### src/shared/fpm_defines.svh
/*
  register offsets, reset values and field positions of the fan drive mux.
  assumes a byte-wide register port driven by the serial interface logic.
*/
`ifndef FPM_DEFINES_SVH
`define FPM_DEFINES_SVH
// ----------------------------------------------------------------------
// register offsets
// ----------------------------------------------------------------------
`define FPM_A_DUTY1     8'h30
`define FPM_A_DUTY2     8'h31
`define FPM_A_DUTY3     8'h32
`define FPM_A_CFG1      8'h5C
`define FPM_A_CFG2      8'h5D
`define FPM_A_CFG3      8'h5E
`define FPM_A_FREQ1     8'h5F
`define FPM_A_FREQ2     8'h60
`define FPM_A_FREQ3     8'h61
`define FPM_A_ACOU1     8'h62
`define FPM_A_OUT1_KEEP_MINIMUM      8'h64
`define FPM_A_OUT2_KEEP_MINIMUM      8'h65
`define FPM_A_OUT3_KEEP_MINIMUM      8'h66
`define FPM_A_TON1      8'h67
`define FPM_A_TON2      8'h68
`define FPM_A_TON3      8'h69
`define FPM_A_CFGTHREE  8'h78
// ----------------------------------------------------------------------
// reset values
// ----------------------------------------------------------------------
`define FPM_RST_DUTY    8'hFF
`define FPM_RST_CFG     8'h62
`define FPM_RST_FREQ    8'hC4
`define FPM_RST_ACOU    8'h00
`define FPM_RST_MIN     8'h80
`define FPM_RST_TON     8'h5A
`define FPM_RST_CFGTHR  8'h00
`define FPM_FULL        8'hFF
`define FPM_ZERO        8'h00
// ----------------------------------------------------------------------
// field positions
// ----------------------------------------------------------------------
`define FPM_BHV_HI      7
`define FPM_BHV_LO      5
`define FPM_SLOPE_HI    7
`define FPM_SLOPE_LO    4
`define FPM_KEEP_LO     5
`define FPM_PINSEL_BIT  0
`define FPM_HYST_DEF    8'h04
`define FPM_EDGES_NEED  2'h2
`define FPM_TICK_DIV    16'h9C3F
`endif

### src/shared/fpm_pkg.sv
/*
  types of the fan drive mux: behavior codes and the register port bundle.
  assumes fpm_defines.svh is used alongside for the numbers.
*/
`default_nettype none
package fpm_pkg;
  // behavior selector codes
  typedef enum logic [2:0] {
    FPM_BHV_REM1   = 3'h0,
    FPM_BHV_LOCAL  = 3'h1,
    FPM_BHV_REM2   = 3'h2,
    FPM_BHV_FULL   = 3'h3,
    FPM_BHV_OFF    = 3'h4,
    FPM_BHV_MAX2   = 3'h5,
    FPM_BHV_MAX3   = 3'h6,
    FPM_BHV_MANUAL = 3'h7
  } fpm_bhv_t;
  // register port request
  typedef struct packed {
    logic       wr;
    logic       rd;
    logic [7:0] addr;
    logic [7:0] wdata;
  } fpm_req_t;
  // per-output auto control state
  typedef enum logic [1:0] {FPM_ST_IDLE, FPM_ST_SPIN, FPM_ST_RUN} fpm_st_t;
endpackage
`default_nettype wire

### src/verilog/fpm_top.sv
/*
  fan drive behavior mux: duty registers, per-output behavior select,
  turn-on thresholds, spin-up and the shared output pin choice.
  assumes temperatures arrive as signed whole degrees, synchronous to
  clk_sys, and that tach inputs are already clean and synchronous.
*/
`include "fpm_defines.svh"
`default_nettype none
module fpm_top
  import fpm_pkg::*;
(
  input  wire logic        clk_sys,
  input  wire logic        resetn,
  input  wire fpm_req_t    reg_req,
  output var  logic [7:0]  reg_rdata_q,
  input  wire logic [7:0]  temp_rem1,
  input  wire logic [7:0]  temp_local,
  input  wire logic [7:0]  temp_rem2,
  input  wire logic [2:0]  tach_in,
  input  wire logic        alert_req,
  output var  logic [2:0]  fan_drive_out_q,
  output var  logic        alert_out_q
);
  // ----------------------------------------------------------------------
  // register storage
  // ----------------------------------------------------------------------
  logic [7:0] duty_q    [3];  // applied duty per output
  logic [7:0] cfg_q     [3];  // behavior select and spare bits
  logic [7:0] freq_q    [3];  // slope per temperature channel
  logic [7:0] min_q     [3];  // minimum duty per output
  logic [7:0] ton_q     [3];  // signed turn-on threshold per channel
  logic [7:0] acou_q;         // keep-minimum bits
  logic [7:0] cfgthr_q;       // shared pin choice
  logic [7:0] duty_d    [3];  // duty each output should show next
  logic [7:0] chan_duty [3];  // duty computed from each channel
  logic [2:0] chan_hot;       // channel sits above its threshold
  logic [2:0] chan_cold;      // channel below threshold minus hysteresis
  logic [7:0] temps     [3];
  logic [7:0] pwm_cnt_q;      // shared pwm ramp
  logic [15:0] tick_cnt_q;    // divider for the pwm ramp
  logic        tick_q;
  fpm_st_t    st_q      [3];
  logic [1:0] edges_q   [3];  // tach rising edges seen while spinning
  logic [2:0] tach_q;         // last tach level for edge detect
  logic [2:0] out_d;

  assign temps[0] = temp_rem1;
  assign temps[1] = temp_local;
  assign temps[2] = temp_rem2;

  // ----------------------------------------------------------------------
  // configuration writes
  // ----------------------------------------------------------------------
  // plain read-write registers; reset values fixed, writes by offset
  always_ff @(posedge clk_sys or negedge resetn) begin
    if (!resetn) begin
      for (int i = 0; i < 3; i++) begin
        cfg_q[i]  <= `FPM_RST_CFG;
        freq_q[i] <= `FPM_RST_FREQ;
        min_q[i]  <= `FPM_RST_MIN;
        ton_q[i]  <= `FPM_RST_TON;
      end
      acou_q   <= `FPM_RST_ACOU;
      cfgthr_q <= `FPM_RST_CFGTHR;
    end else if (reg_req.wr) begin
      unique case (reg_req.addr)
        `FPM_A_CFG1:     cfg_q[0]  <= reg_req.wdata;
        `FPM_A_CFG2:     cfg_q[1]  <= reg_req.wdata;
        `FPM_A_CFG3:     cfg_q[2]  <= reg_req.wdata;
        `FPM_A_FREQ1:    freq_q[0] <= reg_req.wdata;
        `FPM_A_FREQ2:    freq_q[1] <= reg_req.wdata;
        `FPM_A_FREQ3:    freq_q[2] <= reg_req.wdata;
        `FPM_A_OUT1_KEEP_MINIMUM:     min_q[0]  <= reg_req.wdata;
        `FPM_A_OUT2_KEEP_MINIMUM:     min_q[1]  <= reg_req.wdata;
        `FPM_A_OUT3_KEEP_MINIMUM:     min_q[2]  <= reg_req.wdata;
        `FPM_A_TON1:     ton_q[0]  <= reg_req.wdata;
        `FPM_A_TON2:     ton_q[1]  <= reg_req.wdata;
        `FPM_A_TON3:     ton_q[2]  <= reg_req.wdata;
        `FPM_A_ACOU1:    acou_q    <= reg_req.wdata;
        `FPM_A_CFGTHREE: cfgthr_q  <= reg_req.wdata;
        default: ;  // duty and unmapped handled elsewhere or dropped
      endcase
    end
  end

  // ----------------------------------------------------------------------
  // per channel automatic duty
  // ----------------------------------------------------------------------
  // duty = min + (temp - ton) * step, step from the slope code; a higher
  // slope code gives a smaller step. the step table is a coarse integer
  // approximation, chosen to keep the datapath to one small multiply.
  function automatic logic [7:0] slope_step(input logic [3:0] code);
    logic [7:0] s;
    s = 8'h01;
    unique case (code)
      4'h0: s = 8'h55;
      4'h1: s = 8'h44;
      4'h2: s = 8'h33;
      4'h3: s = 8'h2A;
      4'h4: s = 8'h22;
      4'h5: s = 8'h19;
      4'h6: s = 8'h15;
      4'h7: s = 8'h11;
      4'h8: s = 8'h0D;
      4'h9: s = 8'h0B;
      4'hA: s = 8'h08;
      4'hB: s = 8'h06;
      4'hC: s = 8'h05;
      4'hD: s = 8'h04;
      4'hE: s = 8'h03;
      4'hF: s = 8'h02;
    endcase
    return s;
  endfunction

  always_comb begin
    logic signed [8:0] diff;
    logic [16:0]       lin;
    diff = '0;
    lin  = '0;
    for (int c = 0; c < 3; c++) begin
      diff = $signed({temps[c][7], temps[c]}) -
             $signed({ton_q[c][7], ton_q[c]});
      chan_hot[c]  = diff > 9'sd0;
      chan_cold[c] = diff < -$signed({1'b0, `FPM_HYST_DEF});
      lin = 17'(diff[7:0]) *
            17'(slope_step(freq_q[c][`FPM_SLOPE_HI:`FPM_SLOPE_LO]));
      chan_duty[c] = `FPM_ZERO;
      if (chan_hot[c]) begin
        chan_duty[c] = (lin > 17'(`FPM_FULL)) ? `FPM_FULL : lin[7:0];
      end
    end
  end

  // ----------------------------------------------------------------------
  // behavior mux and applied duty
  // ----------------------------------------------------------------------
  always_comb begin
    logic [7:0] base;
    logic       hot;
    logic       cold;
    logic [7:0] run;
    fpm_bhv_t   b;
    base = `FPM_ZERO;
    hot  = 1'b0;
    cold = 1'b1;
    run  = `FPM_ZERO;
    b    = FPM_BHV_FULL;
    for (int o = 0; o < 3; o++) begin
      b    = fpm_bhv_t'(cfg_q[o][`FPM_BHV_HI:`FPM_BHV_LO]);
      unique case (b)
        FPM_BHV_REM1, FPM_BHV_LOCAL, FPM_BHV_REM2: begin
          base = chan_duty[int'(b)];
          hot  = chan_hot[int'(b)];
          cold = chan_cold[int'(b)];
        end
        FPM_BHV_MAX2: begin
          base = (chan_duty[1] > chan_duty[2]) ? chan_duty[1] : chan_duty[2];
          hot  = chan_hot[1] | chan_hot[2];
          cold = chan_cold[1] & chan_cold[2];
        end
        FPM_BHV_MAX3: begin
          base = (chan_duty[0] > chan_duty[1]) ? chan_duty[0] : chan_duty[1];
          base = (chan_duty[2] > base) ? chan_duty[2] : base;
          hot  = |chan_hot;
          cold = &chan_cold;
        end
        default: ;
      endcase
      run = (9'(base) + 9'(min_q[o]) > 9'(`FPM_FULL)) ? `FPM_FULL :
            8'(base + min_q[o]);
      duty_d[o] = duty_q[o];
      unique case (b)
        FPM_BHV_FULL:   duty_d[o] = `FPM_FULL;
        FPM_BHV_OFF:    duty_d[o] = `FPM_ZERO;
        FPM_BHV_MANUAL: begin
          if (reg_req.wr && reg_req.addr == `FPM_A_DUTY1 + 8'(o))
            duty_d[o] = reg_req.wdata;
        end
        default: begin
          unique case (st_q[o])
            FPM_ST_SPIN: duty_d[o] = `FPM_FULL;
            FPM_ST_RUN:  duty_d[o] = hot ? run : min_q[o];
            FPM_ST_IDLE: duty_d[o] = acou_q[`FPM_KEEP_LO + o] ?
                                     min_q[o] : `FPM_ZERO;
          endcase
          if (st_q[o] == FPM_ST_RUN && cold)
            duty_d[o] = acou_q[`FPM_KEEP_LO + o] ? min_q[o] : `FPM_ZERO;
        end
      endcase
    end
  end

  // ----------------------------------------------------------------------
  // automatic on/off state and spin-up
  // ----------------------------------------------------------------------
  // spin-up counts tach rising edges; a stalled fan stays at full drive,
  // which is the safe side for cooling.
  always_ff @(posedge clk_sys or negedge resetn) begin
    if (!resetn) begin
      for (int o = 0; o < 3; o++) begin
        st_q[o]    <= FPM_ST_IDLE;
        edges_q[o] <= 2'h0;
      end
      tach_q <= 3'h0;
    end else begin
      tach_q <= tach_in;
      for (int o = 0; o < 3; o++) begin
        logic hot_o;
        logic cold_o;
        logic [2:0] bo;
        bo     = cfg_q[o][`FPM_BHV_HI:`FPM_BHV_LO];
        hot_o  = 1'b0;
        cold_o = 1'b1;
        if (bo <= 3'h2) begin
          hot_o  = chan_hot[bo[1:0]];
          cold_o = chan_cold[bo[1:0]];
        end else if (bo == 3'h5) begin
          hot_o  = chan_hot[1] | chan_hot[2];
          cold_o = chan_cold[1] & chan_cold[2];
        end else if (bo == 3'h6) begin
          hot_o  = |chan_hot;
          cold_o = &chan_cold;
        end
        if (bo == 3'h3 || bo == 3'h4 || bo == 3'h7) begin
          st_q[o] <= FPM_ST_IDLE;  // non-auto modes reset the loop
        end else begin
          unique case (st_q[o])
            FPM_ST_IDLE: if (hot_o) begin
              st_q[o]    <= FPM_ST_SPIN;
              edges_q[o] <= 2'h0;
            end
            FPM_ST_SPIN: begin
              if (tach_in[o] && !tach_q[o])
                edges_q[o] <= edges_q[o] + 2'h1;
              if (edges_q[o] == `FPM_EDGES_NEED)
                st_q[o] <= FPM_ST_RUN;
            end
            FPM_ST_RUN: if (cold_o) st_q[o] <= FPM_ST_IDLE;
            default: st_q[o] <= FPM_ST_IDLE;
          endcase
        end
      end
    end
  end

  // ----------------------------------------------------------------------
  // applied duty registers
  // ----------------------------------------------------------------------
  // only manual mode takes a write, via duty_d
  always_ff @(posedge clk_sys or negedge resetn) begin
    if (!resetn) begin
      for (int o = 0; o < 3; o++) duty_q[o] <= `FPM_RST_DUTY;
    end else begin
      for (int o = 0; o < 3; o++) duty_q[o] <= duty_d[o];
    end
  end

  // ----------------------------------------------------------------------
  // register read port
  // ----------------------------------------------------------------------
  always_ff @(posedge clk_sys or negedge resetn) begin
    if (!resetn) begin
      reg_rdata_q <= `FPM_ZERO;
    end else if (reg_req.rd) begin
      unique case (reg_req.addr)
        `FPM_A_DUTY1:    reg_rdata_q <= duty_q[0];
        `FPM_A_DUTY2:    reg_rdata_q <= duty_q[1];
        `FPM_A_DUTY3:    reg_rdata_q <= duty_q[2];
        `FPM_A_CFG1:     reg_rdata_q <= cfg_q[0];
        `FPM_A_CFG2:     reg_rdata_q <= cfg_q[1];
        `FPM_A_CFG3:     reg_rdata_q <= cfg_q[2];
        `FPM_A_FREQ1:    reg_rdata_q <= freq_q[0];
        `FPM_A_FREQ2:    reg_rdata_q <= freq_q[1];
        `FPM_A_FREQ3:    reg_rdata_q <= freq_q[2];
        `FPM_A_OUT1_KEEP_MINIMUM:     reg_rdata_q <= min_q[0];
        `FPM_A_OUT2_KEEP_MINIMUM:     reg_rdata_q <= min_q[1];
        `FPM_A_OUT3_KEEP_MINIMUM:     reg_rdata_q <= min_q[2];
        `FPM_A_TON1:     reg_rdata_q <= ton_q[0];
        `FPM_A_TON2:     reg_rdata_q <= ton_q[1];
        `FPM_A_TON3:     reg_rdata_q <= ton_q[2];
        `FPM_A_ACOU1:    reg_rdata_q <= acou_q;
        `FPM_A_CFGTHREE: reg_rdata_q <= cfgthr_q;
        default:         reg_rdata_q <= `FPM_ZERO;  // unmapped reads zero
      endcase
    end
  end

  // ----------------------------------------------------------------------
  // pwm waveform and shared pin
  // ----------------------------------------------------------------------
  // slow tick from a divider; 256 ticks make one pwm period
  always_ff @(posedge clk_sys or negedge resetn) begin
    if (!resetn) begin
      tick_cnt_q <= 16'h0000;
      tick_q     <= 1'b0;
    end else begin
      tick_q     <= (tick_cnt_q == `FPM_TICK_DIV);
      tick_cnt_q <= (tick_cnt_q == `FPM_TICK_DIV) ? 16'h0000 :
                    tick_cnt_q + 16'h0001;
    end
  end

  // compare ramp against eight bit duty
  always_comb begin
    for (int o = 0; o < 3; o++)
      out_d[o] = (duty_q[o] == `FPM_FULL) || (pwm_cnt_q < duty_q[o]);
  end

  always_ff @(posedge clk_sys or negedge resetn) begin
    if (!resetn) begin
      pwm_cnt_q       <= 8'h00;
      fan_drive_out_q <= 3'h0;
      alert_out_q     <= 1'b0;
    end else begin
      if (tick_q) pwm_cnt_q <= pwm_cnt_q + 8'h01;
      fan_drive_out_q[0] <= out_d[0];
      fan_drive_out_q[2] <= out_d[2];
      // shared pin: second output or alert
      fan_drive_out_q[1] <= cfgthr_q[`FPM_PINSEL_BIT] ? 1'b0 : out_d[1];
      alert_out_q        <= cfgthr_q[`FPM_PINSEL_BIT] ? alert_req : 1'b0;
    end
  end
endmodule
`default_nettype wire

### config.mk
export PLATFORM = sky130hd
export DESIGN_NAME = fpm_top
export DESIGN_NICKNAME = d
export VERILOG_FILES = /design/src/shared/fpm_pkg.sv /design/src/verilog/fpm_top.sv
export VERILOG_INCLUDE_DIRS = /design/src /design/src/shared
export SDC_FILE = /design/constraint.sdc
export NUM_CORES = 1
export LEC_CHECK = 0
export CELL_PAD_IN_SITES_DETAIL_PLACEMENT = 1
export CELL_PAD_IN_SITES_GLOBAL_PLACEMENT = 1
export CORE_ASPECT_RATIO = 0.5
export CORE_MARGIN = 2
export CORE_UTILIZATION = 50
export CTS_CLUSTER_DIAMETER = 80
export DETAILED_ROUTE_END_ITERATION = 12
export DONT_BUFFER_PORTS = 1
export MAX_ROUTING_LAYER = met4
export PLACE_DENSITY_LB_ADDON = 0.1
export SLEW_MARGIN = 20
export SYNTH_ARGS = -nofsm -noshare
export SYNTH_HDL_FRONTEND = slang
export SYNTH_SLANG_ARGS = --single-unit
### constraint.sdc
create_clock -name clk_sys -period 15.9 [get_ports clk_sys]
set_clock_uncertainty 0.2 [all_clocks]
set_input_delay 2.385 -clock clk_sys [delete_from_list [all_inputs] [get_ports clk_sys]]
set_output_delay 2.385 -clock clk_sys [all_outputs]
set_load 0.01 [all_outputs]
# Word level (Yosys, flattened, before mapping)
# Memories as Yosys holds them, arrays and structs flattened.
# Index checks and enable logic that the tools add are counted.
# totals
in_bits	48
n_memories	3
out_inout_bits	12
word_cells	324
register_bits	188
romBits	336
# memory_table
name	words	width	rd	rd_ports_with_merged_regs	wr	line	rtl
(name not given)	16	7	1	0	0	fpm_top.sv:95	unique case (code)
(name not given)	16	7	1	0	0	fpm_top.sv:95	
(name not given)	16	7	1	0	0	fpm_top.sv:95	
# op_classes
n_bitwise	8
mul	3
addsub	14
n_eq_ne	69
n_reduce_logical	55
mux	112
order_cmp	30
# ops
op	n
8-bit two-way mux	30
8-bit case mux with 3 select lines	9
8-bit case mux with 17 select lines	1
8-bit by 7-bit == test with 1-bit output, second input constant	14
32-bit by 3-bit >= comparator with 1-bit output, second input constant	3
3-bit NOT with 32-bit output	3
8-bit binary-select mux with 2-bit select	3
16-bit by 8-bit > comparator with 1-bit output, second input constant	3
8-bit by 8-bit multiplier with 16-bit output	3
3-bit == test, second input constant	12
2-bit two-way mux	18
1-bit two-way mux	32
2-bit AND reduction	14
8-bit by 8-bit adder with 9-bit output	3
9-bit by 1-bit > comparator with 1-bit output, second input constant	3
9-bit by 8-bit > comparator with 1-bit output, second input constant	3
9-bit by 3-bit less-than comparator with 1-bit output, second input constant	3
8-bit by 8-bit subtractor with 9-bit output	3
8-bit adder	3
8-bit by 6-bit == test with 1-bit output, second input constant	3
8-bit == test, second input constant	3
8-bit > comparator	3
8-bit less-than comparator	3
3-bit by 2-bit == test with 1-bit output, second input constant	6
other kinds (30)	110

# Depth between registers and ports, before layout
# depth
ltp_word	19
ltp_mapped	61
mapped_depth_nobuf	59

# Least setup slack after synthesis
# No wires, ideal clock.
# synth_timing
kind	input to register
from	input port temp_rem1[0]
to	register duty_q[11] in the netlist's numbering
cell_stages	57
required_ns	15.618
setup_slack_ns	1.192
path_buffers	3
setup_ns	0.082
arrival_ns	14.427
cell_sequence	inv_1 > ha_1 > inv_1 > fa_1 > a211oi_4 > o21ai_1 > a21oi_2 > xor2_1 > nor2_1 > fa_1 > fa_1 > fa_1 > inv_1 > fa_1 > inv_1 > ha_1 > clkbuf_1 > a2111o_1 > [... 21 more ...] > clkbuf_1 > nor3_1 > a31o_2 > and2_1 > a2111o_1 > o22a_1 > ha_1 > nor2b_1 > o21ai_0 > a21boi_0 > o21ai_0 > nand2_1 > a21o_1 > a21oi_1 > nand2_1 > mux2_2 > or3_1 > a211o_1
# synth_between
elab_chain_cells	18
word_cells_on_any_way	42
classes_between	add/sub: 3; mul: 1; order compare: 6; mux: 29; reduce/logical: 3
# synth_lines
item	line	rtl
start, declared	fpm_top.sv:16	input wire logic [7:0] temp_rem1,
8-bit by 8-bit subtractor with 9-bit output (*)	fpm_top.sv:122	diff = $signed({temps[c][7], temps[c]}) -
8-bit by 8-bit multiplier with 16-bit output	fpm_top.sv:126	lin = 17'(diff[7:0]) *
16-bit by 8-bit > comparator with 1-bit output	fpm_top.sv:130	chan_duty[c] = (lin > 17'(`FPM_FULL)) ? `FPM_FULL : lin[7:0];
8-bit two-way mux	fpm_top.sv:130	
8-bit two-way mux	fpm_top.sv:129	if (chan_hot[c]) begin
8-bit > comparator	fpm_top.sv:163	base = (chan_duty[0] > chan_duty[1]) ? chan_duty[0] : chan_duty[1];
8-bit two-way mux	fpm_top.sv:163	
8-bit > comparator	fpm_top.sv:164	base = (chan_duty[2] > base) ? chan_duty[2] : base;
8-bit two-way mux	fpm_top.sv:164	
8-bit case mux with 3 select lines (2 in series)	fpm_top.sv:151	unique case (b)
8-bit by 8-bit adder with 9-bit output	fpm_top.sv:170	run = (9'(base) + 9'(min_q[o]) > 9'(`FPM_FULL)) ? `FPM_FULL :
9-bit by 8-bit > comparator with 1-bit output	fpm_top.sv:170	
8-bit two-way mux	fpm_top.sv:170	
8-bit two-way mux	fpm_top.sv:183	FPM_ST_RUN: duty_d[o] = hot ? run : min_q[o];
8-bit case mux with 3 select lines	fpm_top.sv:181	unique case (st_q[o])
8-bit two-way mux (*)	fpm_top.sv:187	if (st_q[o] == FPM_ST_RUN && cold)
8-bit case mux with 3 select lines (*)	fpm_top.sv:173	unique case (b)
end, declared	fpm_top.sv:27	logic [7:0] duty_q [3];
# Mark *: on every way between the ends. The rest lies on a longest branch, timed or not. The select of a mux whose other input is x is not followed.
# A chain may end at the register's enable or synchronous reset.

# Worst setup path in the final report
# layout_timing
from	input port temp_local[0]
to	register duty_q[8] in the netlist's numbering
# layout_between
elab_chain_cells	18
word_cells_on_any_way	46
classes_between	add/sub: 3; mul: 1; order compare: 7; mux: 30; bitwise: 2; reduce/logical: 3
# layout_lines
item	line	rtl
start, declared	fpm_top.sv:17	input wire logic [7:0] temp_local,
8-bit by 8-bit subtractor with 9-bit output (*)	fpm_top.sv:122	
8-bit by 8-bit multiplier with 16-bit output	fpm_top.sv:126	
16-bit by 8-bit > comparator with 1-bit output	fpm_top.sv:130	
8-bit two-way mux	fpm_top.sv:130	
8-bit two-way mux	fpm_top.sv:129	
8-bit > comparator	fpm_top.sv:163	
8-bit two-way mux	fpm_top.sv:163	
8-bit > comparator	fpm_top.sv:164	
8-bit two-way mux	fpm_top.sv:164	
8-bit case mux with 3 select lines (2 in series)	fpm_top.sv:151	
8-bit by 8-bit adder with 9-bit output	fpm_top.sv:170	
9-bit by 8-bit > comparator with 1-bit output	fpm_top.sv:170	
8-bit two-way mux	fpm_top.sv:170	
8-bit two-way mux	fpm_top.sv:183	
8-bit case mux with 3 select lines	fpm_top.sv:181	
8-bit two-way mux (*)	fpm_top.sv:187	
8-bit case mux with 3 select lines (*)	fpm_top.sv:173	
# Marks and branches as above.

==> metrics <==
status finished, final reports clean; Synth Area in XOR/XNOR 2.86%; switch share 51.5%; internal power 1610 µW; final hold violations 0; Final setup viols 0; Die Ht 150 µm; Critical Path AT 15420 ps; clk slew on worst S/H paths 100 ps; CTS tree done; clock power share 14.2%; register share of total power 20.6%; largest family of logic cells by synthesized area adder cells; CORE AREA 42200 µm²; Initial Utilization 50.9%; vias in the first global route 20500; Logic pwr share 65.2%; First DRT Iteration DRCs 1901; drt pass-1 iters 6; vias post-DR 20200; Worst Tran Pin Value 1010 ps; Synth Flop Type dfrtp_1; Top Ports 60; Synth Area in Compound Gates 21.7%; Bufs on Longest Clock Path 2; commonest cells after routing, fill and taps aside nor2_1 (325), inv_1 (275), ha_1 (241); total grt overflow 0; ant diodes 0; Critical-path top delay cell fa_1; sequential fraction of the synthesis area 22.3%; mux share of post-synthesis cell area 7.06%; share of layout cells above drive strength 1 12.7%; Yosys cell types 102; part of the cycle the worst path needs 95.9%; max_slew headroom 31.7%; max cap viols 0; largest net degree at the start of global routing 189; Max Fclk 65.6 MHz; GRT Util Overall 36.6%; Setup TNS 0 ps; clock sink count 188; min cycle time layout 15250 ps; total CTS buffers 17; Post-Synth Adder-Cell Area 23.0%; most common cell after layout, fill and taps aside nor2_1; cell count after synthesis 2535; EDFF count, synth 0; # DRC 0; GP Congestion 0.995; Post-DRT Antenna Nets 0; CP Max Fanout 6; worst vdd ir 0.000124 V; CP Class in -> reg; IO Port Bufs 0; Leak Pwr 0.0109 µW; post-synthesis register bit count 188; global-route wire length before repair 122 mm; vias per cell 6.53; Final nets 2896; Crit. End Element flip-flop; Pwr Density 145 nW/µm²; area grow syn2layout 6.73%; # rows 53; WP data required 16070 ps; CP dominant cell by count fa_1; Yosys Warn Count 0; Syn Area/Cell 8.47 µm²; Final HPWL DP 61.5 mm; startpoint types primary input; initial antenna violation count 2; post-route setup slack 649 ps; simple-gate share of the synthesized area 16.6%; Worst-Skew Late Latency 470 ps; Post-Place Setup Slack -37.0 ps; Max Slew Vio Count 0; Die W 297 µm; clk root buf clkbuf_16; routed len/inst 25.7 µm; ys async rst share 100%; switching pwr 1710 µW; total die area 44700 µm²; syn_nets 2920; Hold Crit Class reg -> reg; mapped cell area 21500 µm²; Worst path max stage delay 560 ps; Routed WL 79.6 mm; H-tree Lvls 4
## layer usage
metal	global-route usage, %	wire [µm]
met5	-	0
met4	11.7	2730
met3	5.71	6200
met2	56.1	34900
met1	49.8	35800
## registers in the layout, summed over array words and instances (netlist names)
signal and flops:
ton_q 24, cfg_q 24, st_q 6, tick_cnt_q 16, freq_q 24, min_q 24, pwm_cnt_q 8, tick_q 1
fan_drive_out_q 3, cfgthr_q 8, acou_q 8, duty_q 24, alert_out_q 1, reg_rdata_q 8, tach_q 3, edges_q 6
## metrics by stage
stage	instances	area [µm²]	power (µW)	util (%)	hold slack, ps
floorplan	2535	21500	2140	-	226
global placement	3066	22200	2700	52.5	279
detailed placement	3066	22200	2770	52.5	271
CTS	3098	22800	3260	54.1	296
global route	3101	22900	3600	54.3	315
finish	3101	22900	3320	54.3	286
## cells by family after synthesis
family | after synthesis
simple gates | 763
mux | 136
compound gates | 679
buf+inv | 365
xor+xnor | 67
flops | 188
fa+ha+maj | 337
## final cells by class
cell class	count	area, µm²
timing repair buffer	46	345
clock buffer	17	425
tap	577	722
sequential	188	4780
fill	5130	19300
multi-input combinational	1982	15400
clock inverter	15	219
inverter	276	1040
## worst paths after layout
path | cells past startpoint | to | slack [ps] | startpoint
max | 53 | duty_q[8] | 650 | temp_local[0]
min | 1 | st_q[0] | 290 | st_q[1]
max reg2reg | 50 | duty_q[8] | 1950 | ton_q[16]
min reg2reg | 1 | st_q[0] | 290 | st_q[1]
max in group asynchronous | 0 | ton_q[2] | 13480 | resetn
min in group asynchronous | 0 | cfgthr_q[3] | 1430 | resetn
## Yosys cell counts, drive strengths merged, types with 8 or more instances
cell type    n  area [µm²]
a31o         9        78.8
dfstp       57        1500
a221oi      12         118
nand3b       9        67.6
and3        14        87.6
a21o        46         345
nor3b        9        67.6
o22ai       26         163
o21a        27         203
nand2b      28         175
or3         17         106
a211oi      25         205
o211ai      23         186
o221ai       8        70.1
xor2        29         254
nand2      158         593
xnor2       38         359
fa          96        1920
nor2       329        1240
nand3       52         260
mux2       123        1390
mux2i       13         130
a22oi       70         526
o21ai      132         664
clkbuf      73         274
inv        275        1030
a31oi       23         144
and2        11        68.8
a21oi      146         746
dfrtp      131        3280
nor2b       25         156
buf         16        83.8
nand4       37         238
or2         23         144
o31ai       17         143
ha         241        3020
nor3        27         140
a211o       10        87.6
## power groups by stage
stage | Sequential (µW) | Clock [µW] | Combinational (µW)
4_1_cts | 675 | 477 | 2110
3_3_place_gp | 680 | 0 | 2020
2_1_floorplan | 607 | 0 | 1540
3_5_place_dp | 680 | 0 | 2090
6_report | 683 | 473 | 2170
5_1_grt | 685 | 494 | 2420
## repair_timing
action                                  CTS  global route
gates resized for setup                   0            17
endpoints found under the setup margin    0            24
hold buffers                              0             0
setup buffers                             0             3
## critical path, delay by kind of cell
kind	cells	cell delay [ps]
simple gates	12	2680
fa+ha+maj	10	3820
buf+inv	6	490
compound gates	25	6050
(Power assumes the default switching activity.)
